--- config.mk ---
export PLATFORM = sky130hd
export DESIGN_NAME = smc_top
export DESIGN_NICKNAME = d
export VERILOG_FILES = /design/src/hw/smc_pkg.sv /design/src/hw/smc_top.sv
export SDC_FILE = /design/constraint.sdc
export NUM_CORES = 1
export LEC_CHECK = 0
export ABC_AREA = 1
export BUFFER_PORTS_ARGS = -buffer_cell sky130_fd_sc_hd__buf_2
export CAP_MARGIN = 40
export CELL_PAD_IN_SITES_DETAIL_PLACEMENT = 2
export CELL_PAD_IN_SITES_GLOBAL_PLACEMENT = 2
export CORE_ASPECT_RATIO = 0.6
export CORE_MARGIN = 5
export CORE_UTILIZATION = 38
export CTS_BUF_LIST = sky130_fd_sc_hd__clkbuf_8
export CTS_CLUSTER_SIZE = 25
export DETAILED_ROUTE_END_ITERATION = 6
export HOLD_SLACK_MARGIN = 0.12
export PLACE_DENSITY_LB_ADDON = 0.25
export SLEW_MARGIN = 10
export SYNTH_ARGS = -nofsm -noshare
export SYNTH_HDL_FRONTEND = slang
export SYNTH_SLANG_ARGS = --single-unit
--- constraint.sdc ---
create_clock -name MCLK -period 3.2 [get_ports MCLK]
set_input_delay 0.32 -clock MCLK [delete_from_list [all_inputs] [get_ports MCLK]]
set_output_delay 0.32 -clock MCLK [all_outputs]
set_load 0.01 [all_outputs]
--- src/hw/smc_pkg.sv ---
// Shared types and constants of the serial master controller
// ---------------------------------------------------------------------------
// What this block does
// - Master only, generates serial clock itself
// - Transmit and receive FIFOs of four frames
// - Data, buffers and shifter sixteen bits wide
// - ctrl0 low and ctrl1 writable only in config mode
// - Config mode resets, empties FIFOs, clears stop
// - Entering config aborts frame in progress
// - Transfers only in active mode
// - Data write to buffer starts transfer
// - Full duplex, shift out while capturing
// - Received character pushed, receive ready set
// - Receive fill flag at programmed level
// - Buffer to shifter move sets transmit ready
// - Transmit fill flag at free level 1-4
// - Back to back while data, else pause
// - Size bit selects 8 or 16 bits
// - Order bit selects MSB or LSB first
// - Phase and polarity select transfer format
// - Idle level follows polarity, phase picks edge
// - Serial clock divided by eight-bit field
// - Interframe gap in cycles, times 32 optionally
// - Write to full buffer dropped, overrun set
// ---------------------------------------------------------------------------
package smc_pkg;

  // Widths and depths
  localparam int DATA_W     = 16;
  localparam int FIFO_DEPTH = 4;
  localparam int LONG_BITS  = 16;
  localparam int SHORT_BITS = 8;
  localparam int GAP_W      = 15;
  localparam int PRESCALE_SHIFT = 5;  // Gap multiplied by 32

  // Operating modes
  localparam logic [1:0] OPM_CONFIG = 2'h1;
  localparam logic [1:0] OPM_ACTIVE = 2'h2;

  // Control word 0: low byte is the configuration-only part
  typedef struct packed {
    logic [3:0] reserved;
    logic       tx_irq_en;
    logic       rx_irq_en;
    logic [1:0] operating_mode_field;
    logic [1:0] tx_irq_threshold;       // Level minus one
    logic [1:0] rx_irq_threshold;       // Level minus one
    logic       interframe_prescale_bit;
    logic       bit_order_bit;          // 1 = LSB first
    logic       clock_polarity_bit;
    logic       clock_phase_bit;
  } smc_ctrl0_t;

  // Control word 1: writable only in configuration mode
  typedef struct packed {
    logic [9:0] interframe_delay_field;
    logic       char_size_bit;          // 1 = 16 bits
    logic [7:0] clock_divide_field;
  } smc_ctrl1_t;

  // Status word
  typedef struct packed {
    logic stop_flag;
    logic overrun_error_flag;
    logic idle_flag;
    logic tx_fill_irq_flag;
    logic tx_ready_flag;
    logic rx_fill_irq_flag;
    logic rx_ready_flag;
  } smc_status_t;

  localparam smc_ctrl0_t CTRL0_RESET = '{default: 1'b0, operating_mode_field: OPM_CONFIG};
  localparam smc_ctrl1_t CTRL1_RESET = '{default: 1'b0};
  localparam logic [7:0] CTRL0_LOW_MASK = 8'hFF;

  // Shifter states
  typedef enum logic [1:0] {ST_IDLE, ST_SHIFT, ST_GAP} smc_state_t;

endpackage : smc_pkg

--- src/hw/smc_top.sv ---
// Serial master controller: frame FIFO and top level with shifter
// ---------------------------------------------------------------------------
// Frame FIFO
// ---------------------------------------------------------------------------
module smc_fifo #(
  parameter int W     = 16,
  parameter int DEPTH = 4
) (
  input  wire logic                       clk,       // Clock
  input  wire logic                       rst_n,     // Sync reset, low
  input  wire logic                       flush,     // Empties the FIFO
  input  wire logic                       in_valid,  // Push request
  output logic                            in_ready,  // Room for a word
  input  wire logic [W-1:0]               in_data,   // Pushed word
  output logic                            out_valid, // Word available
  input  wire logic                       out_ready, // Pop request
  output logic [W-1:0]                    out_data,  // Head word
  output logic [$clog2(DEPTH+1)-1:0]      count      // Words held
);
  localparam int AW = (DEPTH > 1) ? $clog2(DEPTH) : 1;
  localparam int CW = $clog2(DEPTH + 1);
  localparam logic [AW-1:0] LAST = AW'(DEPTH - 1);
  localparam logic [CW-1:0] FULL = CW'(DEPTH);

  logic [W-1:0]  mem [DEPTH];
  logic [AW-1:0] wr_ptr;
  logic [AW-1:0] rd_ptr;

  // Handshake decode
  wire do_push = in_valid & in_ready;
  wire do_pop  = out_valid & out_ready;
  assign in_ready  = (count != FULL);
  assign out_valid = (count != '0);
  assign out_data  = mem[rd_ptr];

  // Pointers and occupancy
  always_ff @(posedge clk) begin
    if (!rst_n || flush) begin
      wr_ptr <= '0;
      rd_ptr <= '0;
      count  <= '0;
    end else begin
      if (do_push) begin
        wr_ptr <= (wr_ptr == LAST) ? '0 : wr_ptr + 1'b1;
      end
      if (do_pop) begin
        rd_ptr <= (rd_ptr == LAST) ? '0 : rd_ptr + 1'b1;
      end
      count <= count + CW'(do_push) - CW'(do_pop);
    end
  end

  // Storage, no reset needed
  always_ff @(posedge clk) begin
    if (do_push) begin
      mem[wr_ptr] <= in_data;
    end
  end
endmodule : smc_fifo

// ---------------------------------------------------------------------------
// Top level
// ---------------------------------------------------------------------------
module smc_top #(
  parameter int DEPTH = smc_pkg::FIFO_DEPTH
) (
  input  wire logic                     MCLK,            // 40 MHz bus clock
  input  wire logic                     RST_N,           // Sync reset, low
  input  wire logic                     CTRL0_WE,        // Control 0 write
  input  wire smc_pkg::smc_ctrl0_t      CTRL0_WDATA,     // Control 0 data
  input  wire logic                     CTRL1_WE,        // Control 1 write
  input  wire smc_pkg::smc_ctrl1_t      CTRL1_WDATA,     // Control 1 data
  input  wire logic                     DATA_WE,         // Data write
  input  wire logic [15:0]              DATA_WDATA,      // Word to send
  input  wire logic                     DATA_RE,         // Data read
  input  wire logic                     OVR_CLR,         // Clears overrun
  output smc_pkg::smc_ctrl0_t           CTRL0,           // Control 0 readback
  output smc_pkg::smc_ctrl1_t           CTRL1,           // Control 1 readback
  output smc_pkg::smc_status_t          STATUS,          // Status word
  output logic [15:0]                   RDATA,           // Word read out
  output logic                          SERIAL_CLOCK_OUT, // Serial clock
  output logic                          SERIAL_DATA_OUT, // Serial data out
  input  wire logic                     SERIAL_DATA_IN   // Serial data in
);
  import smc_pkg::*;

  localparam int CW = $clog2(DEPTH + 1);
  localparam logic [CW-1:0] FULL_CNT = CW'(DEPTH);

  smc_state_t    state;
  logic [7:0]    div_cnt;
  logic [4:0]    edge_cnt;
  logic [3:0]    bit_cnt;
  logic [15:0]   tx_word;
  logic [15:0]   rx_sh;
  logic [GAP_W-1:0] gap_cnt;
  logic          din_meta;
  logic          din_sync;

  logic          tx_in_ready;
  logic          tx_out_valid;
  logic [15:0]   tx_out_data;
  logic [CW-1:0] tx_count;
  logic          rx_in_ready;
  logic          rx_out_valid;
  logic [15:0]   rx_out_data;
  logic [CW-1:0] rx_count;

  // ---------------------------------------------------------------------------
  // Mode and write decode
  // ---------------------------------------------------------------------------
  wire in_cfg    = (CTRL0.operating_mode_field == OPM_CONFIG);
  wire in_active = (CTRL0.operating_mode_field == OPM_ACTIVE);
  // data write queues a word, only when active
  wire tx_push   = DATA_WE & in_active;
  // write to full buffer is dropped
  wire overrun   = tx_push & ~tx_in_ready;
  wire rx_pop    = DATA_RE & rx_out_valid;

  // ---------------------------------------------------------------------------
  // Shifter decode
  // ---------------------------------------------------------------------------
  // character length from size bit
  wire [4:0] nbits    = CTRL1.char_size_bit ? 5'(LONG_BITS) : 5'(SHORT_BITS);
  wire [4:0] last_e   = 5'((nbits << 1) - 5'h1);
  // half period is divide field plus one cycles
  wire       tick     = (state == ST_SHIFT) && (div_cnt == CTRL1.clock_divide_field);
  // phase 0 samples even edges, phase 1 odd ones
  wire       smp_edge = CTRL0.clock_phase_bit ? edge_cnt[0] : ~edge_cnt[0];
  wire       last     = (edge_cnt == last_e);
  wire       chg_edge = ~smp_edge && (edge_cnt != 5'h0) && ~last;
  wire [3:0] next_bit = bit_cnt + 4'h1;
  wire [3:0] idx_next = CTRL0.bit_order_bit ? next_bit : 4'(nbits - 5'h1 - 5'(next_bit));
  wire [3:0] idx_first = CTRL0.bit_order_bit ? 4'h0 : 4'(nbits - 5'h1);
  wire [15:0] rx_capt = CTRL0.bit_order_bit ? {din_sync, rx_sh[15:1]} : {rx_sh[14:0], din_sync};
  wire [15:0] rx_raw  = smp_edge ? rx_capt : rx_sh;
  wire [15:0] rx_word = CTRL1.char_size_bit ? rx_raw :
                        (CTRL0.bit_order_bit ? {8'h00, rx_raw[15:8]} : {8'h00, rx_raw[7:0]});
  wire frame_done = tick && last;
  // active only; next frame if data waits and room
  wire start = in_active && (state == ST_IDLE) && tx_out_valid && rx_in_ready;
  wire [GAP_W-1:0] gap_len = CTRL0.interframe_prescale_bit ?
                     GAP_W'({CTRL1.interframe_delay_field, 5'h00}) :
                     GAP_W'(CTRL1.interframe_delay_field);

  // ---------------------------------------------------------------------------
  // Buffers
  // ---------------------------------------------------------------------------
  // four-frame transmit FIFO, sixteen bits; flushed in config
  smc_fifo #(.W(DATA_W), .DEPTH(DEPTH)) u_tx_fifo (
    .clk       (MCLK),
    .rst_n     (RST_N),
    .flush     (in_cfg),
    .in_valid  (tx_push),
    .in_ready  (tx_in_ready),
    .in_data   (DATA_WDATA),
    .out_valid (tx_out_valid),
    .out_ready (start),
    .out_data  (tx_out_data),
    .count     (tx_count)
  );

  smc_fifo #(.W(DATA_W), .DEPTH(DEPTH)) u_rx_fifo (
    .clk       (MCLK),
    .rst_n     (RST_N),
    .flush     (in_cfg),
    .in_valid  (frame_done),
    .in_ready  (rx_in_ready),
    .in_data   (rx_word),
    .out_valid (rx_out_valid),
    .out_ready (rx_pop),
    .out_data  (rx_out_data),
    .count     (rx_count)
  );

  // ---------------------------------------------------------------------------
  // Control words
  // ---------------------------------------------------------------------------
  // low byte and control 1 only while in config mode
  always_ff @(posedge MCLK) begin
    if (!RST_N) begin
      CTRL0 <= CTRL0_RESET;
      CTRL1 <= CTRL1_RESET;
    end else begin
      if (CTRL0_WE) begin
        CTRL0[15:8] <= CTRL0_WDATA[15:8];
        if (in_cfg) begin
          CTRL0[7:0] <= CTRL0_WDATA[7:0] & CTRL0_LOW_MASK;
        end
      end
      if (CTRL1_WE && in_cfg) begin
        CTRL1 <= CTRL1_WDATA;
      end
    end
  end

  // Two-flop synchroniser for the serial input pin
  always_ff @(posedge MCLK) begin
    if (!RST_N) begin
      din_meta <= 1'b0;
      din_sync <= 1'b0;
    end else begin
      din_meta <= SERIAL_DATA_IN;
      din_sync <= din_meta;
    end
  end

  // ---------------------------------------------------------------------------
  // Shift engine
  // ---------------------------------------------------------------------------
  // clock generated here; config forces idle and aborts
  always_ff @(posedge MCLK) begin
    if (!RST_N || in_cfg) begin
      state            <= ST_IDLE;
      div_cnt          <= '0;
      edge_cnt         <= '0;
      bit_cnt          <= '0;
      tx_word          <= '0;
      rx_sh            <= '0;
      gap_cnt          <= '0;
      SERIAL_CLOCK_OUT <= !RST_N ? 1'b0 : CTRL0.clock_polarity_bit;
      SERIAL_DATA_OUT  <= 1'b0;
    end else begin
      case (state)
        ST_IDLE: begin
          SERIAL_CLOCK_OUT <= CTRL0.clock_polarity_bit;
          if (start) begin
            state           <= ST_SHIFT;
            tx_word         <= tx_out_data;
            rx_sh           <= '0;
            div_cnt         <= '0;
            edge_cnt        <= '0;
            bit_cnt         <= '0;
            SERIAL_DATA_OUT <= tx_out_data[idx_first];
          end
        end
        ST_SHIFT: begin
          div_cnt <= tick ? 8'h00 : div_cnt + 8'h01;
          if (tick) begin
            // toggle clock, format picks sample or change
            SERIAL_CLOCK_OUT <= ~SERIAL_CLOCK_OUT;
            edge_cnt         <= edge_cnt + 5'h01;
            if (smp_edge) begin
              rx_sh <= rx_capt;
            end
            if (chg_edge) begin
              bit_cnt         <= next_bit;
              SERIAL_DATA_OUT <= tx_word[idx_next];
            end
            if (last) begin
              gap_cnt <= gap_len;
              state   <= (gap_len != '0) ? ST_GAP : ST_IDLE;
            end
          end
        end
        ST_GAP: begin
          gap_cnt <= gap_cnt - 1'b1;
          if (gap_cnt == GAP_W'(1)) begin
            state <= ST_IDLE;
          end
        end
        default: begin
          state <= ST_IDLE;
        end
      endcase
    end
  end

  // ---------------------------------------------------------------------------
  // Status and read data
  // ---------------------------------------------------------------------------
  wire [CW-1:0] tx_free   = FULL_CNT - tx_count;
  wire [CW-1:0] rx_level  = CW'({1'b0, CTRL0.rx_irq_threshold}) + CW'(1);
  wire [CW-1:0] tx_level  = CW'({1'b0, CTRL0.tx_irq_threshold}) + CW'(1);
  wire rx_fill = CTRL0.rx_irq_en && (rx_count >= rx_level);
  // transmit fill flag on enough free slots
  wire tx_fill = CTRL0.tx_irq_en && (tx_free >= tx_level);
  // idle needs empty buffer and stopped shifter
  wire idle    = (tx_count == '0) && (state == ST_IDLE);
  // Flag writes; set terms win over clears
  wire next_rx_rdy = frame_done | (STATUS.rx_ready_flag & ~(rx_pop && rx_count == CW'(1)));
  wire tx_fills    = tx_push && tx_in_ready && (tx_count == FULL_CNT - CW'(1)) && !start;
  wire next_tx_rdy = start | (STATUS.tx_ready_flag & ~tx_fills);
  wire next_ovr    = overrun | (STATUS.overrun_error_flag & ~OVR_CLR);
  wire next_stop   = frame_done ? (tx_count == '0) : (STATUS.stop_flag & ~start);

  // Status register; config clears stop and buffer flags
  always_ff @(posedge MCLK) begin
    if (!RST_N || in_cfg) begin
      STATUS       <= '0;
      STATUS.idle_flag          <= RST_N;
      STATUS.overrun_error_flag <= RST_N & STATUS.overrun_error_flag & ~OVR_CLR;
      RDATA        <= '0;
    end else begin
      STATUS.rx_ready_flag      <= next_rx_rdy;
      STATUS.rx_fill_irq_flag   <= rx_fill;
      // transmit ready when entry enters shifter
      STATUS.tx_ready_flag      <= next_tx_rdy;
      STATUS.tx_fill_irq_flag   <= tx_fill;
      STATUS.idle_flag          <= idle;
      STATUS.overrun_error_flag <= next_ovr;
      STATUS.stop_flag          <= next_stop;
      if (rx_pop) begin
        RDATA <= rx_out_data;
      end
    end
  end

  // ---------------------------------------------------------------------------
  // Checks
  // ---------------------------------------------------------------------------
  a_cfg_flushes: assert property (@(posedge MCLK) disable iff (!RST_N)
    in_cfg |=> (tx_count == '0) && (rx_count == '0) && !STATUS.stop_flag)
    else $error("config mode did not empty buffers");

  a_cfg_aborts: assert property (@(posedge MCLK) disable iff (!RST_N)
    (state == ST_SHIFT) && in_cfg |=> (state == ST_IDLE))
    else $error("frame not aborted on config");

  a_start_needs_active: assert property (@(posedge MCLK) disable iff (!RST_N)
    (state == ST_IDLE) && !in_active |=> (state == ST_IDLE))
    else $error("transfer began outside active mode");

  a_write_starts: assert property (@(posedge MCLK) disable iff (!RST_N)
    in_active && (state == ST_IDLE) && tx_out_valid && rx_in_ready && !CTRL0_WE
      |=> (state == ST_SHIFT))
    else $error("queued word did not start a frame");

  a_ctrl1_locked: assert property (@(posedge MCLK) disable iff (!RST_N)
    CTRL1_WE && !in_cfg |=> $stable(CTRL1))
    else $error("control 1 changed outside config");

  a_rx_ready_set: assert property (@(posedge MCLK) disable iff (!RST_N)
    frame_done && !CTRL0_WE |=> STATUS.rx_ready_flag && (rx_count != '0))
    else $error("receive ready missing after frame");

  a_tx_ready_set: assert property (@(posedge MCLK) disable iff (!RST_N)
    start && !CTRL0_WE |=> STATUS.tx_ready_flag)
    else $error("transmit ready missing after load");

  a_overrun_flag: assert property (@(posedge MCLK) disable iff (!RST_N)
    overrun && !CTRL0_WE |=> STATUS.overrun_error_flag &&
      (tx_count == $past(tx_count) - CW'($past(start))))
    else $error("overrun not flagged or word stored");

  a_idle_clock: assert property (@(posedge MCLK) disable iff (!RST_N)
    (state == ST_IDLE) && $past(state == ST_IDLE) && $stable(CTRL0)
      |-> (SERIAL_CLOCK_OUT == CTRL0.clock_polarity_bit))
    else $error("serial clock off idle level");

  a_idle_status: assert property (@(posedge MCLK) disable iff (!RST_N)
    STATUS.idle_flag && !$past(in_cfg) |-> $past(tx_count == '0 && state == ST_IDLE))
    else $error("idle shown while busy");

  a_frame_edges: assert property (@(posedge MCLK) disable iff (!RST_N)
    frame_done |-> (edge_cnt == (CTRL1.char_size_bit ? 5'h1F : 5'h0F)))
    else $error("frame edge count wrong");
endmodule : smc_top

==> reports/summary.txt, run 1 <==
worst-case hold slack -> 153.0 ps
routed vias -> 10,758
Bufs on Longest Clock Path -> 3
relative slew slack -> 46.36%
power density over the cells -> 492.1 mW/mm²
R2R Path Start -> u_tx_fifo.count[1]
DRC viols -> 0
synth unique cells -> 45
DRT iter0 DRCs -> 625
final setup vio count -> 0
top cell type's share of synthesized area -> 31.96%
M1 WL -> 20,430 µm
Slew Limit Fails -> 0
# diodes -> 0
Worst Max-Slew Pin Slew -> 803.7 ps
pin count of the biggest net entering global routing -> 53
crit path from -> u_tx_fifo.count[1]
# port buffers -> 118
register area share after synthesis -> 55.58%
total routed wirelength -> 44,660 µm
GR Overflow Total -> 0
status -> completed
GPL Wtd Cong -> 0.8151
unrepaired setup endpoints after global routing -> false
crit path capture -> edge_cnt[3]
Synth area leaders -> edfxtp_1 32%, dfxtp_1 24%, o21ai_0 7.4%
hpwl dp -> 29,670 µm
Synth Cell Area -> 0.01212 mm²
Mapped Nets -> 1,462
min Tclk post-route -> 2690 ps
element type at the critical path end -> flop
R2R setup slack -> 510 ps
CP arrival -> 3150 ps
max incr delay on CP -> 370 ps
TritonCTS clock tree -> built
placed instance area -> 0.01318 mm²
placed insts -> 1,869
Final Skew -> 28.14 ps
crit path cell chain -> inv_1, ha_1, ha_1, nor3_1, nand3_1, buf_4, nand2_2, nand2_2, nor2_1, nand2_1, and3_1
Top Metal Used -> met4
peak supply drop -> 227.7 µV
FF+latch count, synth -> 272
max_cap viols -> 0
DIE HEIGHT -> 148.3 µm
cells on worst reg2reg path -> 11
first-pass GRT wire length -> 70,500 µm
DRT antenna net count -> 0
Worst R2R End -> edge_cnt[3]
Setup TNS Final -> 0 ps
Final Cycle Share -> 84.05%
Layout Cells excl Fill -> 2,008
post-layout net count -> 1,651
Post-synth ARST share -> 0%
vias in the first global route -> 12,145
Clock Latency Late Sink -> 580 ps
CTS root buffer -> clkbuf_8
Clock transition at path regs -> 60 ps
clk sinks -> 272
YS warnings -> 0
WL met2 -> 20,950 µm
main flop type after synthesis -> dfxtp_1
Worst setup SP type -> flop
f_max -> 0.3718 GHz
WP data required -> 3660 ps
HP Class -> input pin to flop
length of routed met3 wiring -> 2441 µm
antenna violations before repair -> 0
gr usage total -> 25.00%
top-count cell post-synth -> nand2_1
via-per-instance ratio -> 5.358
design area -> 0.01456 mm²
area grow syn2layout -> 20.13%
Post-CTS Setup Repair Bufs -> 0
Avg Synthesized Cell Area -> 8.847 µm²
Core ar. -> 0.03134 mm²
full die area -> 0.03569 mm²
number of synthesized flops with an enable pin -> 129
row count -> 50
share of cells above drive strength 1 -> 14.70%
Commonest cells post-synth -> 215 x nand2_1, 183 x nor2_1, 179 x o21ai_0
Crit-path slowest cell -> dfxtp_1
Post-Synthesis Cells -> 1,370
Final Hold Fails -> 0
Leakage -> 5.785 nW
die width -> 240.6 µm
H-tree levels -> 2
total CTS buffers -> 45
Setup CP Type -> flop to flop
Pre-Repair DR Iteration Count -> 5
io pins -> 119
area leader, netlist -> edfxtp_1
crit path max fanout -> 34
Avg WL per Cell -> 22.24 µm
initial core utilization -> 38.67%
-- power by group --
group	total, W	internal, W	leakage, nW	switching (W)
Sequential	0.00372	0.00368	2.32	0.0000399
Clock	0.00286	0.00138	0.493	0.00148
Combinational	0.000583	0.000198	2.97	0.000385
-- worst min-delay path by stage --
| stage | from | end | slack, ps | depth (start not counted) |
|---|---|---|---|---|
| finish | DATA_RE | STATUS[0] | 150 | 4 |
| floorplan | din_meta | din_sync | 390 | 2 |
| CTS | CTRL1_WE | CTRL1[1] | 120 | 3 |
| detailed placement | din_meta | din_sync | 450 | 2 |
| global placement | din_meta | din_sync | 440 | 2 |
| global route | CTRL1_WE | CTRL1[1] | 150 | 3 |
-- cells by family (layout without fill, tap and decap cells) --
kind of cell / count (synthesis) / after routing / share of synthesized area (%)
AND/OR/NAND/NOR: 503 / 503 / 17.58
flip-flops: 272 / 272 / 55.58
AO/OA/AOI/OAI: 358 / 358 / 15.88
adder cells (fa/ha/maj): 33 / 33 / 3.531
XOR/XNOR: 15 / 15 / 1.084
buffers and inverters: 189 / 411 / 6.349
-- layout by cell type, fill, tap and decap left out, types with 5 or more instances in the layout --
cell	count
nand2_1	215
a211oi_1	5
buf_4	26
dfxtp_1	143
ha_1	31
clkbuf_8	48
or2_0	5
nor3_1	10
o21a_1	5
o21ai_0	179
a21oi_1	104
dlygate4sd3_1	59
o211ai_1	10
inv_2	10
edfxtp_1	129
buf_2	118
inv_1	137
a31oi_1	20
xnor2_1	11
o22ai_1	15
o21ai_1	10
nor2_1	183
nand3_1	62
-- state kept, by name, indices dropped and copies added, names as in the netlist, 7 cells and up, named ones only --
register       flops
tx_word           16
gap_cnt           15
STATUS             7
CTRL0             16
div_cnt            8
u_rx_fifo.mem     64
rx_sh             16
CTRL1             19
u_tx_fifo.mem     64
RDATA             16
-- worst max-delay path, delay by kind of cell, from the launching register on --
kind / cells / cell delay, ps
fa+ha+maj: 2 / 440
buf+inv: 2 / 410
flops: 1 / 370
simple gates: 7 / 1340
-- what timing repair did --
item                      CTS  global route
hold buffers               59             0
resized for setup           0             0
hold endpoints to repair   99             0
-- cell type report --
| cell class | count | area, µm² |
|---|---|---|
| well taps | 416 | 520.5 |
| fillers | 3450 | 16780 |
| clock inverters | 32 | 131.4 |
| clock buffers | 48 | 660.6 |
| flip-flops and latches | 272 | 6736 |
| inverters | 127 | 484.2 |
| repair buffers | 204 | 1404 |
| multi-input cells | 909 | 4623 |
-- through the flow --
step           total power (W)  worst slack, ps  utilization (%)
6_report              0.007165            510.5            46.46
3_5_place_dp          0.004301            535.8            42.04
4_1_cts               0.007187            523.5            46.46
2_1_floorplan         0.004067            684.6                -
3_3_place_gp          0.004274            750.6            41.96
5_1_grt               0.007452            325.9            46.46
-- layer usage --
layer,up-vias,track usage (%)
met1,5427,33.71
li1,5009,-
met2,250,41.41
met5,-,0
met4,0,5.527
met3,72,5.764
Power figures use the tool's default switching activity.
==> run 2: changes to the inputs <==
clock period = 2.7 ns   (was 3.2 ns; I/O delays follow)
==> run 2 against run 1 <==
Wire length is 4.1% higher. Non-clock buffer count is 27 higher. Critical endpoint is now u_tx_fifo.count[2]. Highest routed layer is now met5. Setup slack worse by 400 ps. Clock power is 22% higher. Total power is 21% higher. Combinational power is 26% higher. Largest cell class unchanged.
==> reports/summary.txt, run 2 (synthesis results as in run 1) <==
status -> completed
most frequent cells in the layout -> 215 x nand2_1, 183 x nor2_1, 179 x o21ai_0
antenna violations before repair -> 1
Core ar. -> 0.03134 mm²
relative slew slack -> 55.72%
peak supply drop -> 391.2 µV
Final Cycle Share -> 95.80%
Final Hold Fails -> 0
# diodes -> 0
Slew Limit Fails -> 0
fill count -> 3,351
Avg WL per Cell -> 22.85 µm
Clock Latency Late Sink -> 590 ps
Final Core Density -> 47.31%
crit path max fanout -> 4
multi-input logic area -> 0.004633 mm²
CTS root buffer -> clkbuf_8
unrepaired setup endpoints after global routing -> false
via-per-instance ratio -> 5.353
Setup TNS Final -> 0 ps
total routed wirelength -> 46,490 µm
f_max -> 0.3866 GHz
DIE HEIGHT -> 148.3 µm
clk sinks -> 272
element type at the critical path end -> flop
# port buffers -> 118
gr usage total -> 26.04%
WP data required -> 3210 ps
most common cell after layout, fill and taps aside -> nand2_1
post-layout net count -> 1,676
overall power -> 0.008640 W
Clock Power Share -> 40.5%
Reg power frac -> 51.0%
routed vias -> 10,893
top flop regs -> u_rx_fifo.mem: 64 flops, u_tx_fifo.mem: 64 flops, CTRL1: 19 flops
TritonCTS clock tree -> built
HP Class -> input pin to flop
Worst Max-Slew Pin Slew -> 664.2 ps
vias in the first global route -> 12,208
Leakage -> 5.899 nW
min Tclk post-route -> 2587 ps
Clock transition at path regs -> 70 ps
register area -> 0.006740 mm²
die width -> 240.6 µm
Pre-Repair DR Iteration Count -> 4
pin count of the biggest net entering global routing -> 53
DRT iter0 DRCs -> 525
first-pass GRT wire length -> 72,450 µm
DRT antenna net count -> 0
initial core utilization -> 38.67%
DRC viols -> 0
power density over the cells -> 582.7 mW/mm²
Int Power -> 0.006332 W
GR Overflow Total -> 0
Bufs on Longest Clock Path -> 3
io pins -> 119
row count -> 50
max_cap viols -> 0
share of cells above drive strength 1 -> 15.38%
GPL Wtd Cong -> 0.7983
Sw Share -> 26.71%
CP arrival -> 3100 ps
area grow syn2layout -> 22.34%
Final Skew -> 35.09 ps
Worst setup SP type -> flop
Gate power share -> 8.5%
Setup CP Type -> flop to flop
NetSw -> 0.002308 W
Post-CTS Setup Repair Bufs -> 0
hpwl dp -> 29,490 µm
full die area -> 0.03569 mm²
H-tree levels -> 2
total CTS buffers -> 43
final setup vio count -> 0
run 2: cell types whose count changed in the layout (fill, tap and decap cells not counted), sizes merged, moves of 7 or more:
cell         previous run  this run
dlygate4sd3            59        79
inv                   150       143
buf                   145       152
clkinv                  7        15
run 2: per-layer routing:
layer / GRT usage, % / wire (µm) / vias up
met3: 5.560 / 2283 / 78
met5: 0 / 7 / -
li1: - / - / 5060
met2: 45.15 / 22760 / 256
met4: 6.746 / 1123 / 2
met1: 33.29 / 20320 / 5497
run 2: final timing paths:
path                           start            endpoint  slack (ps)  cells past startpoint
setup / recovery  u_tx_fifo.count[0]  u_tx_fifo.count[2]         110                     11
hold / removal        CTRL1_WDATA[3]            CTRL1[3]         170                      3
setup reg to reg  u_tx_fifo.count[0]  u_tx_fifo.count[2]         110                     11
hold reg to reg          tx_word[11]         tx_word[11]         460                      2
run 2: area by class of cell:
| type | instances | share of cell area (%) |
|---|---|---|
| multi-input combinational | 909 | 31.25 |
| clock inverter | 33 | 1.122 |
| timing repair buffer | 231 | 11.04 |
| clock buffer | 47 | 4.362 |
| tap | 416 | 3.510 |
| inverter | 127 | 3.266 |
| sequential | 272 | 45.46 |
run 2: worst max-delay path, stage by stage, from the launching register on:
cell and delay [ps]:
dfxtp_1 390, inv_1 110, ha_1 240, ha_1 240, nor3_2 140, nand3_2 150
nand2_1 130, nand2_1 60, ha_1 190, fa_1 410, or2_2 320, a21oi_1 130
run 2: power groups by stage:
stage	Sequential, W	Clock (W)	Combinational [W]
after floorplan	0.00450	0	0.000321
after global placement	0.00449	0	0.000584
after detailed placement	0.00449	0	0.000612
after CTS	0.00440	0.00353	0.000707
after global routing	0.00441	0.00379	0.000798
final	0.00441	0.00350	0.000732
run 2: per-stage QoR:
stage          setup slack, ps  cells  hold WS [ps]  area [µm²]
6_report                 113.4   2035         173.7       14830
5_1_grt                  5.024   2035         169.3       14830
4_1_cts                  14.57   2035         121.9       14810
3_5_place_dp             173.2   1876         459.5       13210
3_3_place_gp             344.0   1876         442.6       13210
2_1_floorplan            184.6   1370         367.6       12120
run 2: repair_timing:
item,4_1_cts,5_1_grt
endpoints found under the hold margin,102,0
endpoints found under the setup margin,0,3
hold buffers,79,0
gates resized for setup,0,5
==> run 3: changes to the inputs <==
MAX_ROUTING_LAYER = met4   (was default)
==> run 3 against run 2 <==
Via count grew 0.18%. Register-to-register slack is essentially flat. Final cell count is essentially flat. Wire length grew 0.12%. Die area is the same. First-iteration DRC count grew 2.5%. Fmax shrank 0.44%. Cell area is essentially flat. Flip-flop and latch count is the same. Critical path type unchanged.
==> reports/summary.txt, run 3 (synthesis results as in run 1) <==
antenna violations before repair -> 1
worst-case hold slack -> 182.4 ps
Final Skew -> 32.63 ps
placed instance area -> 0.01321 mm²
TritonCTS clock tree -> built
max_cap viols -> 0
WP data required -> 3190 ps
area grow syn2layout -> 22.36%
vias in the first global route -> 12,207
cells on worst reg2reg path -> 13
DRT iter0 DRCs -> 538
DRC viols -> 0
length of routed met3 wiring -> 2222 µm
pin count of the biggest net entering global routing -> 53
hpwl dp -> 29,490 µm
crit path capture -> u_rx_fifo.count[2]
Worst setup SP type -> flop
HP Class -> input pin to flop
power density over the cells -> 583.4 mW/mm²
Pre-Repair DR Iteration Count -> 5
CTS root buffer -> clkbuf_8
H-tree levels -> 2
Setup TNS Final -> 0 ps
M1 WL -> 20,390 µm
post-layout net count -> 1,676
crit path max fanout -> 5
CP Buf/Inv Count -> 4
delay-heaviest family, CP -> adder cells
share of cells above drive strength 1 -> 15.38%
most common cell after layout, fill and taps aside -> nand2_1
Slew Limit Fails -> 0
Avg WL per Cell -> 22.86 µm
initial core utilization -> 38.67%
design area -> 0.01483 mm²
peak supply drop -> 398.5 µV
Worst path depth -> 13
R2R Path Start -> edge_cnt[1]
row count -> 50
f_max -> 0.3849 GHz
Top Metal Used -> met4
Clock Latency Late Sink -> 590 ps
Setup CP Type -> flop to flop
Leakage -> 5.899 nW
Worst Max-Slew Pin Slew -> 671.1 ps
# port buffers -> 118
io pins -> 119
total CTS buffers -> 43
Bufs on Longest Clock Path -> 3
gr usage total -> 26.79%
WL met2 -> 22,810 µm
R2R setup slack -> 100 ps
DIE HEIGHT -> 148.3 µm
max incr delay on CP -> 440 ps
Final Cycle Share -> 96.22%
crit path cell chain -> ha_1, nand2_1, clkinv_1, nand3_1, inv_2, nand2_4, nor2_8, ha_1, inv_1, fa_1, inv_1, o21ai_0, a21oi_1
min Tclk post-route -> 2598 ps
final setup vio count -> 0
top flop regs -> u_rx_fifo.mem: 64 flops, u_tx_fifo.mem: 64 flops, CTRL1: 19 flops
element type at the critical path end -> flop
routed vias -> 10,913
Worst R2R End -> u_rx_fifo.count[2]
GPL Wtd Cong -> 0.8098
relative slew slack -> 55.26%
clk sinks -> 272
Clock transition at path regs -> 60 ps
status -> completed
via-per-instance ratio -> 5.360
most frequent cells in the layout -> 215 x nand2_1, 183 x nor2_1, 179 x o21ai_0
unrepaired setup endpoints after global routing -> false
full die area -> 0.03569 mm²
Final Hold Fails -> 0
fill count -> 3,352
Core ar. -> 0.03134 mm²
Crit-path slowest cell -> dfxtp_1
total routed wirelength -> 46,550 µm
crit path from -> edge_cnt[1]
GR Overflow Total -> 0
DRT antenna net count -> 0
CP arrival -> 3090 ps
die width -> 240.6 µm
first-pass GRT wire length -> 72,390 µm
-- run 3: worst min-delay path: stages --
cell	delay [ps]
buf_2	100
o21ai_0	190
a21oi_1	160
-- run 3: final cells by class --
type | instances | area [µm²] | area share [%]
sequential | 272 | 6740 | 45.45
multi-input combinational | 909 | 4633 | 31.24
timing repair buffer | 231 | 1637 | 11.04
clock buffer | 47 | 646.9 | 4.362
tap | 416 | 520.5 | 3.510
inverter | 127 | 484.2 | 3.265
clock inverter | 33 | 166.4 | 1.122
antenna | 1 | 2.502 | 0.01687
-- run 3: layer usage --
layer	up-vias	global-route usage, %
met4	0	6.746
met5	-	-
met2	255	45.18
met1	5516	33.36
met3	78	5.319
li1	5064	-
-- run 3: what timing repair did --
action | in CTS | in global routing
endpoints found under the setup margin | 0 | 3
hold endpoints to repair | 102 | 0
buffers inserted | 0 | 0
hold buffers | 79 | 0
resized for setup | 0 | 5
-- run 3: how the worst min path moves through the flow --
| stage | from | to | slack [ps] | depth (start not counted) |
|---|---|---|---|---|
| 2_1_floorplan | SERIAL_DATA_IN | din_meta | 370 | 2 |
| 3_3_place_gp | tx_word[10] | tx_word[10] | 440 | 2 |
| 3_5_place_dp | STATUS[0] | STATUS[0] | 460 | 2 |
| 4_1_cts | CTRL0_WE | CTRL0[12] | 120 | 3 |
| 5_1_grt | CTRL1_WDATA[3] | CTRL1[3] | 170 | 3 |
| 6_report | CTRL1_WDATA[3] | CTRL1[3] | 180 | 3 |
-- run 3: power breakdown --
group	switching (W)	internal (W)	leakage, nW
Combinational	0.000468	0.000262	3.10
Clock	0.00180	0.00171	0.482
Sequential	0.0000483	0.00436	2.32
-- run 3: per-stage QoR --
stage          utilization, %  setup WS (ps)  power (W)  instances
3_3_place_gp            42.15          344.0   0.005075       1876
6_report                47.32          102.0   0.008652       2036
5_1_grt                 47.32          7.176   0.008998       2036
3_5_place_dp            42.15          173.2   0.005106       1876
2_1_floorplan               -          184.6   0.004821       1370
4_1_cts                 47.27          14.57   0.008638       2035
